## src/core/spg_defines.svh

```systemverilog
`ifndef SPG_DEFINES_SVH
`define SPG_DEFINES_SVH

// ==========================================
// Register byte offsets
`define SPG_OFS_CTRL 12'h000
`define SPG_OFS_STATUS 12'h004
`define SPG_OFS_EMIT 12'h008
`define SPG_OFS_SLOT_BASE 12'h010
`define SPG_SLOT_STRIDE 12'h010
`define SPG_OFS_LEN 12'h000
`define SPG_OFS_WID 12'h004
`define SPG_OFS_CNT 12'h008

// ==========================================
// Control and status field positions
`define SPG_CTRL_START 0
`define SPG_CTRL_SLOT_LO 1
`define SPG_CTRL_SLOT_HI 2
`define SPG_CTRL_STOP 3
`define SPG_STAT_STATE_LO 0
`define SPG_STAT_STATE_HI 1
`define SPG_STAT_OUT 2
`define SPG_STAT_SLOT_LO 4
`define SPG_STAT_SLOT_HI 5

// ==========================================
// Pattern slot reset values
`define SPG_LEN_RST0 16'h000A
`define SPG_LEN_RST1 16'h0014
`define SPG_LEN_RST2 16'h03E8
`define SPG_LEN_RST3 16'h2710
`define SPG_WID_RST0 16'h0005
`define SPG_WID_RST1 16'h000A
`define SPG_WID_RST2 16'h01F4
`define SPG_WID_RST3 16'h1388
`define SPG_CNT_RST0 16'h0000
`define SPG_CNT_RST1 16'h0000
`define SPG_CNT_RST2 16'h000A
`define SPG_CNT_RST3 16'h000A

`endif

```

## src/core/spg_pkg.sv

```systemverilog
package spg_pkg;

    typedef enum logic [1:0] {
        SPG_IDLE = 2'b00,
        SPG_ARMED = 2'b01,
        SPG_RUN = 2'b10,
        SPG_STOPPING = 2'b11
    } spg_state_t;

    typedef enum logic [1:0] {
        SPG_FLD_LEN = 2'b00,
        SPG_FLD_WID = 2'b01,
        SPG_FLD_CNT = 2'b10
    } spg_field_t;

endpackage

```

## src/core/spg_top.sv

```systemverilog
// Overview of operation
// - Four pattern slots, each with length, width and count; start picks one.
// - Output timing advances only on drive pulses, never on clock time.
// - Start before motion arms; output begins with the first drive pulse.
// - Generator halts itself after the configured number of pulses.
// - Stop command from register or jog pins ends the output.
// - Stop while output is high waits for the full ON width first.
// - Drive stop drops output at once and halts the generator.
// - After a drive stop nothing resumes; a new start begins afresh.
// - Period length is a 16-bit count, 2 to 65535, defaults 10/20/1000/10000.
// - ON width accepts 1 to 65534, defaults 5/10/500/5000.
// - Pulse count 1 to 65535; zero means run until stopped.
// - All pattern values are raw drive pulses with no scaling.
// - Program command latency of a few milliseconds is tolerated.
//
// Local design decisions: register access over APB and the register addresses.
`include "spg_defines.svh"
`timescale 1ns/1ns
`default_nettype none

module spg_top #(
    parameter int SLOTS = 4,
    parameter int CW = 16
) (
    // APB clock and reset
    input wire logic pclk,
    input wire logic presetn,
    // APB slave
    input wire logic psel,
    input wire logic penable,
    input wire logic pwrite,
    input wire logic [11:0] paddr,
    input wire logic [31:0] pwdata,
    output logic [31:0] prdata,
    output logic pready,
    output logic pslverr,
    // Drive pulse stream
    input wire logic drive_pulse,
    input wire logic drive_active,
    // Jog commands
    input wire logic jog_start_cmd,
    input wire logic [1:0] jog_slot,
    input wire logic jog_stop_cmd,
    // Position synchronous output
    output logic position_sync_out
);

    // ==========================================
    // Slot storage
    logic [CW-1:0] len_q [SLOTS];
    logic [CW-1:0] wid_q [SLOTS];
    logic [CW-1:0] cnt_q [SLOTS];
    logic [CW-1:0] act_len_q, act_wid_q, act_cnt_q;
    logic [CW-1:0] phase_q, emit_q;
    logic [1:0] slot_q;
    spg_pkg::spg_state_t state_q;
    logic out_q, drive_q;
    logic pready_q, pslverr_q;
    logic [31:0] prdata_q;

    function automatic logic [CW-1:0] slot_rst(input spg_pkg::spg_field_t f, input int i);
        logic [CW-1:0] v;
        v = '0;
        unique case (f)
            spg_pkg::SPG_FLD_LEN: v = (i == 0) ? `SPG_LEN_RST0 : (i == 1) ? `SPG_LEN_RST1 :
                (i == 2) ? `SPG_LEN_RST2 : `SPG_LEN_RST3;
            spg_pkg::SPG_FLD_WID: v = (i == 0) ? `SPG_WID_RST0 : (i == 1) ? `SPG_WID_RST1 :
                (i == 2) ? `SPG_WID_RST2 : `SPG_WID_RST3;
            default: v = (i == 0) ? `SPG_CNT_RST0 : (i == 1) ? `SPG_CNT_RST1 :
                (i == 2) ? `SPG_CNT_RST2 : `SPG_CNT_RST3;
        endcase
        return v;
    endfunction

    function automatic logic [11:0] slot_addr(input int i, input logic [11:0] ofs);
        return 12'(`SPG_OFS_SLOT_BASE + `SPG_SLOT_STRIDE * i + ofs);
    endfunction

    // ==========================================
    // APB decode
    logic commit, wr, mapped;
    logic start_req, stop_req, drive_stop;
    logic [1:0] start_slot;

    assign commit = psel & penable & pready_q;
    assign wr = commit & pwrite;

    always_comb begin
        mapped = (paddr == `SPG_OFS_CTRL) || (paddr == `SPG_OFS_STATUS) || (paddr == `SPG_OFS_EMIT);
        for (int i = 0; i < SLOTS; i++) begin
            if (paddr == slot_addr(i, `SPG_OFS_LEN) || paddr == slot_addr(i, `SPG_OFS_WID) ||
                paddr == slot_addr(i, `SPG_OFS_CNT)) begin
                mapped = 1'b1;
            end
        end
    end

    // Commands from program register or jog pins
    always_comb begin
        start_req = jog_start_cmd;
        stop_req = jog_stop_cmd;
        start_slot = jog_slot;
        if (wr && paddr == `SPG_OFS_CTRL) begin
            start_req = jog_start_cmd | pwdata[`SPG_CTRL_START];
            stop_req = jog_stop_cmd | pwdata[`SPG_CTRL_STOP];
            if (pwdata[`SPG_CTRL_START]) begin
                start_slot = pwdata[`SPG_CTRL_SLOT_HI:`SPG_CTRL_SLOT_LO];
            end
        end
    end

    assign drive_stop = drive_q & ~drive_active;

    // One wait state, answer registered
    always_ff @(posedge pclk or negedge presetn) begin
        if (!presetn) begin
            pready_q <= 1'b0;
            pslverr_q <= 1'b0;
            prdata_q <= 32'h0000_0000;
        end else begin
            pready_q <= psel & penable & ~pready_q;
            pslverr_q <= psel & penable & ~pready_q & ~mapped;
            prdata_q <= 32'h0000_0000;
            if (psel && penable && !pready_q && !pwrite) begin
                if (paddr == `SPG_OFS_STATUS) begin
                    prdata_q[`SPG_STAT_STATE_HI:`SPG_STAT_STATE_LO] <= state_q;
                    prdata_q[`SPG_STAT_OUT] <= out_q;
                    prdata_q[`SPG_STAT_SLOT_HI:`SPG_STAT_SLOT_LO] <= slot_q;
                end
                if (paddr == `SPG_OFS_EMIT) begin
                    prdata_q[CW-1:0] <= emit_q;
                end
                for (int i = 0; i < SLOTS; i++) begin
                    if (paddr == slot_addr(i, `SPG_OFS_LEN)) prdata_q[CW-1:0] <= len_q[i];
                    if (paddr == slot_addr(i, `SPG_OFS_WID)) prdata_q[CW-1:0] <= wid_q[i];
                    if (paddr == slot_addr(i, `SPG_OFS_CNT)) prdata_q[CW-1:0] <= cnt_q[i];
                end
            end
        end
    end

    // ==========================================
    // Pattern slot writes, raw drive pulse units
    always_ff @(posedge pclk or negedge presetn) begin
        if (!presetn) begin
            for (int i = 0; i < SLOTS; i++) begin
                len_q[i] <= slot_rst(spg_pkg::SPG_FLD_LEN, i);
                wid_q[i] <= slot_rst(spg_pkg::SPG_FLD_WID, i);
                cnt_q[i] <= slot_rst(spg_pkg::SPG_FLD_CNT, i);
            end
        end else begin
            for (int i = 0; i < SLOTS; i++) begin
                if (wr && paddr == slot_addr(i, `SPG_OFS_LEN)) len_q[i] <= pwdata[CW-1:0];
                if (wr && paddr == slot_addr(i, `SPG_OFS_WID)) wid_q[i] <= pwdata[CW-1:0];
                if (wr && paddr == slot_addr(i, `SPG_OFS_CNT)) cnt_q[i] <= pwdata[CW-1:0];
            end
        end
    end

    // ==========================================
    // Drive activity tracking
    always_ff @(posedge pclk or negedge presetn) begin
        if (!presetn) begin
            drive_q <= 1'b0;
        end else begin
            drive_q <= drive_active;
        end
    end

    // ==========================================
    // Generator
    logic [CW-1:0] phase_nx;
    logic fall_now, last_done;

    assign phase_nx = (phase_q == act_len_q - 1'b1) ? '0 : phase_q + 1'b1;
    assign fall_now = drive_pulse && phase_q != '0 && phase_q == act_wid_q;
    assign last_done = act_cnt_q != '0 && emit_q == act_cnt_q;

    always_ff @(posedge pclk or negedge presetn) begin
        if (!presetn) begin
            state_q <= spg_pkg::SPG_IDLE;
            out_q <= 1'b0;
            phase_q <= '0;
            emit_q <= '0;
            slot_q <= 2'h0;
            act_len_q <= CW'(`SPG_LEN_RST0);
            act_wid_q <= CW'(`SPG_WID_RST0);
            act_cnt_q <= CW'(`SPG_CNT_RST0);
        end else if (drive_stop && state_q != spg_pkg::SPG_IDLE) begin
            state_q <= spg_pkg::SPG_IDLE;
            out_q <= 1'b0;
        end else begin
            unique case (state_q)
                spg_pkg::SPG_IDLE, spg_pkg::SPG_ARMED: begin
                    if (stop_req) begin
                        state_q <= spg_pkg::SPG_IDLE;
                    end else if (start_req) begin
                        state_q <= spg_pkg::SPG_ARMED;
                        slot_q <= start_slot;
                        act_len_q <= len_q[start_slot];
                        act_wid_q <= wid_q[start_slot];
                        act_cnt_q <= cnt_q[start_slot];
                        phase_q <= '0;
                        emit_q <= '0;
                    end else if (state_q == spg_pkg::SPG_ARMED && drive_pulse) begin
                        state_q <= spg_pkg::SPG_RUN;
                        out_q <= 1'b1;
                        emit_q <= CW'(16'h0001);
                        phase_q <= phase_nx;
                    end
                end
                spg_pkg::SPG_RUN: begin
                    if (stop_req && !out_q) begin
                        state_q <= spg_pkg::SPG_IDLE;
                    end else begin
                        if (stop_req) state_q <= spg_pkg::SPG_STOPPING;
                        if (drive_pulse) begin
                            phase_q <= phase_nx;
                            if (phase_q == '0) begin
                                out_q <= 1'b1;
                                emit_q <= emit_q + 1'b1;
                            end else if (fall_now) begin
                                out_q <= 1'b0;
                                if (stop_req || last_done) state_q <= spg_pkg::SPG_IDLE;
                            end
                        end
                    end
                end
                spg_pkg::SPG_STOPPING: begin
                    if (drive_pulse) begin
                        phase_q <= phase_nx;
                        if (fall_now) begin
                            out_q <= 1'b0;
                            state_q <= spg_pkg::SPG_IDLE;
                        end
                    end
                end
            endcase
        end
    end

    assign position_sync_out = out_q;
    assign prdata = prdata_q;
    assign pready = pready_q;
    assign pslverr = pslverr_q;
endmodule

`default_nettype wire

```

## config.mk

```make
export PLATFORM = sky130hd
export DESIGN_NAME = spg_top
export DESIGN_NICKNAME = d
export VERILOG_FILES = /design/src/core/spg_pkg.sv /design/src/core/spg_top.sv
export VERILOG_INCLUDE_DIRS = /design/src /design/src/core
export SDC_FILE = /design/constraint.sdc
export NUM_CORES = 1
export LEC_CHECK = 0
export ABC_AREA = 1
export BUFFER_PORTS_ARGS = -buffer_cell sky130_fd_sc_hd__buf_4
export CORE_MARGIN = 8
export CORE_UTILIZATION = 56
export DETAILED_ROUTE_END_ITERATION = 12
export PLACE_DENSITY = 0.77
export SLEW_MARGIN = 20
export SYNTH_ARGS = -nofsm -noshare
export SYNTH_HDL_FRONTEND = slang
export SYNTH_SLANG_ARGS = --single-unit
```

## constraint.sdc

```tcl
create_clock -name pclk -period 2.05 [get_ports pclk]
set_input_delay 0.1025 -clock pclk [delete_from_list [all_inputs] [get_ports pclk]]
set_output_delay 0.1025 -clock pclk [all_outputs]
set_load 0.01 [all_outputs]
```

==> impl_metrics.csv, run 1 <==
group,metric,value,unit
setup_path,cp_max_fo,12,
outcome,run_status,"finished with violations",
finish,layout_commonest_cell,"nand2_1",
finish,diodes,0,
floorplanning,rows,62,
synthesis,synth_top_family_by_area,"simple AND/OR/NAND/NOR gates",
finish,area_delta_synth_final,29.3,%
sta,setup_ws,-0.241,ns
placement,pre_cts_slack,-0.366,ns
placement,io_buffers,57,
finish,multi_input_area,7860,um^2
synthesis,synth_cells,2086,
floorplanning,fp.dieW,185,um
synthesis,synthMuxAreaShare,0.00350,
power_and_ir_drop,powerDensity,915,nW/um^2
detailed_routing,wl,61800,um
placement,gp_congestion,1.04,
sta,hold_viol_final,0,
detailed_routing,drc,0,
sta,worst_pin_slew,0.619,ns
sta,slew_headroom,0.586,
run,drv_cap,0,
grt,grt_max_degree,69,
synthesis,async_flop_share,1.00,
floorplanning,start_util,0.564,
floorplanning,die_area,34400,um^2
cts,cts_tree,"done",
sta,rsz0062_at_grt,"true",
cts,cts_buffers,35,
finish,n_fill_cell,2182,
cts,clock_latency,0.54,ns
synthesis,synthSimpleGateAreaFrac,0.214,
synthesis,synth_ff_type,"dfrtp_1",
cts,cts_max_level,2,
cts,cts_num_sinks,296,
finish,seq_area,7450,um^2
synthesis,synth_xor_xnor_area_share,0.0322,
setup_path,worst-endpoint-arrival,2.71,ns
synthesis,postSynthAreaPerCell,7.70,um^2
synthesis,synth-compound-area-share,0.197,
cts,cts-root-buf,"clkbuf_16",
synthesis,synth_fa_ha_area_frac,0.00312,
synthesis,synthesis.area,16100,um^2
sta,maxSlewViolCount,0,
grt,grt_pass1_wl,90700,um
setup_path,cp.required,2.47,ns
sta,max_freq,0.437,GHz
placement,dp_hpwl,43700,um
synthesis,ys_warn_count,0,
floorplanning,die_h,185,um
finish,final_cell_mix,"nand2_1, o21ai_0, dfrtp_1, buf_4, inv_1",
floorplanning,io_pins,90,
synthesis,ys_types,47,
finish,drive_above_1_share,0.233,
grt,grt_overflow,0,
grt,grt_pass1_vias,15300,
detailed_routing,dr.pass1.iters,7,
hold_path,hp-class,"in2reg",
setup_path,endpoint_kind,"register",
detailed_routing,viasPerCell,6.08,
synthesis,synth_edf_count,0,
cts,cts_max_path_buffers,3,
grt,antenna_found_initial,0,
sta,fin_tns_setup,-5.50,ns
power_and_ir_drop,peakVddDrop,0.601,mV
cts,path_clk_slew,0.06,ns
sta,period_share,1.12,
sta,fin_skew,0.0171,ns
outcome,violations,"negative setup slack",
synthesis,synth_seq_cells,296,
sta,period_needed,2.29,ns
power_and_ir_drop,leakage,9.37,nW
detailed_routing,avgRoutedWirePerCell,22.8,um
detailed_routing,vias,16500,
finish,final_nets,2361,
setup_path,worstSetupStartpointType,"register",
detailed_routing,drt-initial-drc-count,2116,
grt,grt_usage,0.347,
detailed_routing,ant_nets,0,
setup_path,critPathKind,"reg2reg",
sta,setup_violations,63,
floorplanning,core,28500,um^2
synthesis,ys_seq_area_frac,0.464,
-- sequential cells by signal, indices dropped and copies added, names as in the netlist, 2 cells and up --
signal     count
slot_q         2
act_wid_q     16
cnt_q         64
len_q         64
prdata        16
act_len_q     16
phase_q       16
state_q        2
act_cnt_q     16
emit_q        16
wid_q         64
-- cells by family after synthesis --
group                      Yosys count
xor gates and xnor gates            59
other                                1
AOI/OAI and AO/OA                  570
buffers and inverters              332
adders and majority gates            4
DFF                                296
muxes                                5
and+or+nand+nor                    819
-- cell usage after synthesis, types with 2 or more instances --
cell type / n / area, um^2
clkbuf_1: 91 / 342
inv_2: 6 / 22.5
nand3b_1: 4 / 30.0
buf_4: 22 / 165
mux2_2: 5 / 56.3
nor2_1: 187 / 702
nor2_2: 5 / 31.3
o2111ai_1: 5 / 43.8
buf_6: 2 / 22.5
buf_2: 28 / 140
a31oi_1: 44 / 275
o21bai_1: 8 / 60.1
ha_1: 4 / 50.1
nand4_1: 25 / 156
clkinv_1: 8 / 30.0
dfrtp_1: 258 / 6460
o21ai_0: 332 / 1660
nor4_1: 11 / 68.8
nor3_1: 46 / 230
xor2_1: 42 / 368
dfstp_2: 38 / 998
o221ai_1: 10 / 87.6
o21ai_1: 7 / 35.0
nand3_1: 56 / 280
a21oi_1: 94 / 470
nand2_1: 462 / 1730
o31ai_1: 8 / 60.1
nor2_4: 4 / 45.0
o22ai_1: 9 / 56.3
inv_1: 175 / 657
a211oi_1: 3 / 22.5
nor3_4: 2 / 32.5
or2_2: 11 / 68.8
o211ai_1: 44 / 330
xnor2_1: 17 / 149
o21ai_2: 2 / 17.5
-- stage by stage --
stage	hold WS (ns)	total power, mW	utilization	cell area (um^2)	std cells
floorplan	-0.193	9.30	-	16100	2101
global placement	0.0646	11.0	0.640	18200	2600
detailed placement	0.0721	11.1	0.640	18200	2600
CTS	0.0213	17.8	0.693	19700	2678
global route	0.0414	19.7	0.730	20800	2713
finish	0.0299	19.0	0.730	20800	2713
-- critical path, cell delays in order, from the launching register on --
cell      delay [ns]
dfrtp_1         0.40
inv_2           0.10
ha_4            0.15
inv_2           0.04
nor2_4          0.14
inv_2           0.07
nor3b_4         0.24
nand3b_1        0.11
xor2_1          0.16
nand3_1         0.11
nor2_2          0.13
nand3_2         0.10
a21oi_2         0.20
buf_12          0.15
nor2_1          0.05
-- layout make-up --
class,instances,share of cell area
Multi-Input combinational cell,1473,0.378
Clock buffer,48,0.0494
Timing Repair Buffer,306,0.146
Tap cell,384,0.0231
Inverter,189,0.0351
Timing Repair inverter,1,0.000301
Clock inverter,16,0.00867
Sequential cell,296,0.359
-- report_power, final --
group	total, mW	internal, mW	switching [mW]
Sequential	7.30	6.44	0.855
Combinational	5.17	2.39	2.78
Clock	6.53	3.90	2.63
-- final timing paths --
path,startpoint,to,slack [ns],cells past startpoint
worst max-delay path,act_len_q[0],phase_q[5],-0.24,14
worst min-delay path,pwdata[6],cnt_q[54],0.03,3
worst max register to register,act_len_q[0],phase_q[5],-0.24,14
worst min register to register,len_q[15],len_q[15],0.49,2
max in group asynchronous,presetn,len_q[9],1.13,3
min in group asynchronous,presetn,phase_q[6],0.10,2
-- layer usage --
layer | vias to the layer above | routed length (um) | global-route usage
met1 | 7905 | 24000 | 0.459
li1 | 7344 | - | -
met3 | 250 | 5640 | 0.0455
met4 | 0 | 4120 | 0.202
met2 | 989 | 28100 | 0.542
met5 | - | 0 | 0
-- timing repair --
item	CTS	global route
setup endpoints to repair	49	85
endpoints found under the hold margin	211	0
hold buffers	5	0
setup buffers	5	26
cloned	4	10
gates resized for setup	38	177
pin swaps	8	31
Power figures use the tool's default switching activity.
==> run 2, diff against run 1 <==
==> constraint.sdc (replaced) <==
create_clock -name pclk -period 2 [get_ports pclk]
set_input_delay 0.1 -clock pclk [delete_from_list [all_inputs] [get_ports pclk]]
set_output_delay 0.1 -clock pclk [all_outputs]
set_load 0.01 [all_outputs]
==> run 2 against run 1 <==
  * The flow still finishes with violations (negative setup slack)
  * Clock power decreased by 3%
  * First-iteration DRC count up 26%
  * Hold slack got worse by 0.020 ns
  * Final cell count is 2.2% higher
  * Power is 3.7% higher
  * Non-clock buffer count increased by 64
  * Fmax shrank 3.0%
  * Final area is 4.9% higher
  * Sequential power increased by 2%
  * Clock skew decreased by 0.0026 ns
  * Highest routed layer unchanged
==> impl_metrics.csv, run 2 (synthesis results as in run 1) <==
group,metric,value,unit
floorplanning,core,28500,um^2
detailed_routing,wl,69200,um
floorplanning,die_area,34400,um^2
grt,grt_overflow,0,
sta,slew_headroom,0.485,
setup_path,worstSetupStartpointType,"register",
placement,dp_hpwl,45500,um
setup_path,cp_slowest_stage_delay,0.35,ns
setup_path,worst-endpoint-arrival,2.76,ns
floorplanning,start_util,0.564,
grt,grt_usage,0.392,
detailed_routing,drc,0,
detailed_routing,dr.pass1.iters,7,
sta,hold-worst-slack,0.00976,ns
setup_path,critPathBufInv,7,
finish,reg.largest.list,"cnt_q x64, len_q x64, wid_q x64",
finish,post-route-util,0.765,
power_and_ir_drop,peakVddDrop,0.925,mV
cts,cts_buffers,34,
floorplanning,rows,62,
cts,cts_tree,"done",
power_and_ir_drop,powerDensity,905,nW/um^2
placement,placed_cells,2628,
cts,cts-root-buf,"clkbuf_16",
finish,fin_cells,2772,
sta,max_freq,0.423,GHz
cts,cts_num_sinks,296,
grt,antenna_found_initial,0,
finish,layout_commonest_cell,"nand2_1",
outcome,run_status,"finished with violations",
setup_path,cp_max_fo,6,
sta,period_share,1.18,
grt,grt_pass1_wl,101000,um
finish,drive_above_1_share,0.268,
setup_path,cp.required,2.40,ns
sta,period_needed,2.36,ns
grt,grt_pass1_vias,16800,
finish,area_delta_synth_final,35.7,%
setup_path,slowest_stage,"dfrtp_1",
sta,maxSlewViolCount,0,
setup_path,path_cells,"nand4_1 > inv_2 > buf_6 > nand3_4 > buf_12 > o21ai_4 > inv_2 > nor2_4 > nand2_1 > o21ai_2 > nor2_4 > nand2_4 > buf_12 > inv_8 > buf_12 > nand4_1 > o21ai_1",
sta,worst_pin_slew,0.769,ns
finish,n_fill_cell,2002,
floorplanning,die_h,185,um
floorplanning,fp.dieW,185,um
detailed_routing,avgRoutedWirePerCell,25.0,um
grt,grt_max_degree,66,
outcome,violations,"negative setup slack",
cts,cts_max_level,2,
floorplanning,io_pins,90,
setup_path,endpoint_kind,"register",
sta,rsz0062_at_grt,"true",
cts,cts_max_path_buffers,3,
sta,fin_skew,0.0145,ns
hold_path,hp-class,"in2reg",
finish,final_cell_mix,"nand2_1, o21ai_0, buf_4, dfrtp_1, inv_1",
cts,clock_latency,0.52,ns
sta,setup_ws,-0.362,ns
detailed_routing,ant_nets,0,
cts,path_clk_slew,0.06,ns
placement,gp_congestion,1.03,
detailed_routing,viasPerCell,6.29,
setup_path,crit_top_cell,"buf_12",
setup_path,path_delay_family,"buffers and inverters",
sta,setup_violations,85,
run,drv_cap,0,
finish,diodes,0,
power_and_ir_drop,leakage,9.81,nW
detailed_routing,drt-initial-drc-count,2660,
finish,final_nets,2424,
placement,io_buffers,57,
setup_path,critPathKind,"reg2reg",
detailed_routing,vias,17400,
sta,hold_viol_final,0,
==> run 2: final cells by class <==
cell class | count | area, um^2 | share of cell area
flip-flops and latches | 296 | 7450 | 0.342
multi-input cells | 1473 | 8140 | 0.374
clock buffers | 52 | 1050 | 0.0483
repair inverters | 1 | 6.26 | 0.000287
repair buffers | 370 | 3860 | 0.177
inverters | 189 | 733 | 0.0336
clock inverters | 7 | 63.8 | 0.00293
well taps | 384 | 480 | 0.0220
==> run 2: report_power, final <==
part / switching [mW] / leakage [nW] / total, mW / internal [mW]
Combinational: 3.17 / 5.36 / 5.94 / 2.78
Clock: 2.60 / 0.554 / 6.35 / 3.75
Sequential: 0.815 / 3.89 / 7.42 / 6.60
Total: 6.58 / 9.81 / 19.7 / 13.1
==> run 2: worst paths after layout <==
check                           slack, ns           endpoint  cells after the start         from
max in group asynchronous            1.04          len_q[55]                      3      presetn
worst min-delay path                 0.01  position_sync_out                      5  drive_pulse
worst min register to register       0.48          len_q[48]                      2    len_q[48]
worst max register to register      -0.36          emit_q[4]                     17       pready
min in group asynchronous            0.18        phase_q[12]                      2      presetn
worst max-delay path                -0.36          emit_q[4]                     17       pready
==> run 2: routing by layer <==
layer / GRT usage / vias to the layer above / wire length (um)
met5: 0 / - / 0
met3: 0.0724 / 355 / 7280
li1: - / 7479 / -
met4: 0.269 / 0 / 5730
met1: 0.484 / 8312 / 24900
met2: 0.619 / 1289 / 31300
==> run 2: per-stage QoR <==
stage | worst slack [ns] | TNS, ns | power, mW | instance area [um^2]
finish | -0.362 | -21.55 | 19.7 | 21800
CTS | -0.224 | -10.91 | 18.9 | 21100
global route | -0.437 | -27.67 | 20.3 | 21800
detailed placement | -0.637 | -32.80 | 11.5 | 18400
floorplan | -0.0891 | -0.886 | 9.53 | 16100
global placement | -0.656 | -28.43 | 11.4 | 18400
==> run 2: worst reg2reg max path: stages, from the launching register on <==
cell	delay, ns
dfrtp_1	0.35
nand4_1	0.11
inv_2	0.10
buf_6	0.10
nand3_4	0.11
buf_12	0.18
o21ai_4	0.29
inv_2	0.11
nor2_4	0.10
nand2_1	0.07
o21ai_2	0.08
nor2_4	0.07
nand2_4	0.12
buf_12	0.12
inv_8	0.04
buf_12	0.12
nand4_1	0.09
o21ai_1	0.08
==> run 2: what timing repair did <==
action                     4_1_cts  5_1_grt
pin swaps                       40       51
setup endpoints to repair       79       86
gates resized for setup        211      136
hold endpoints to repair        60        0
setup buffers                   36       44
cloned                          20        3
hold buffers                     5        0
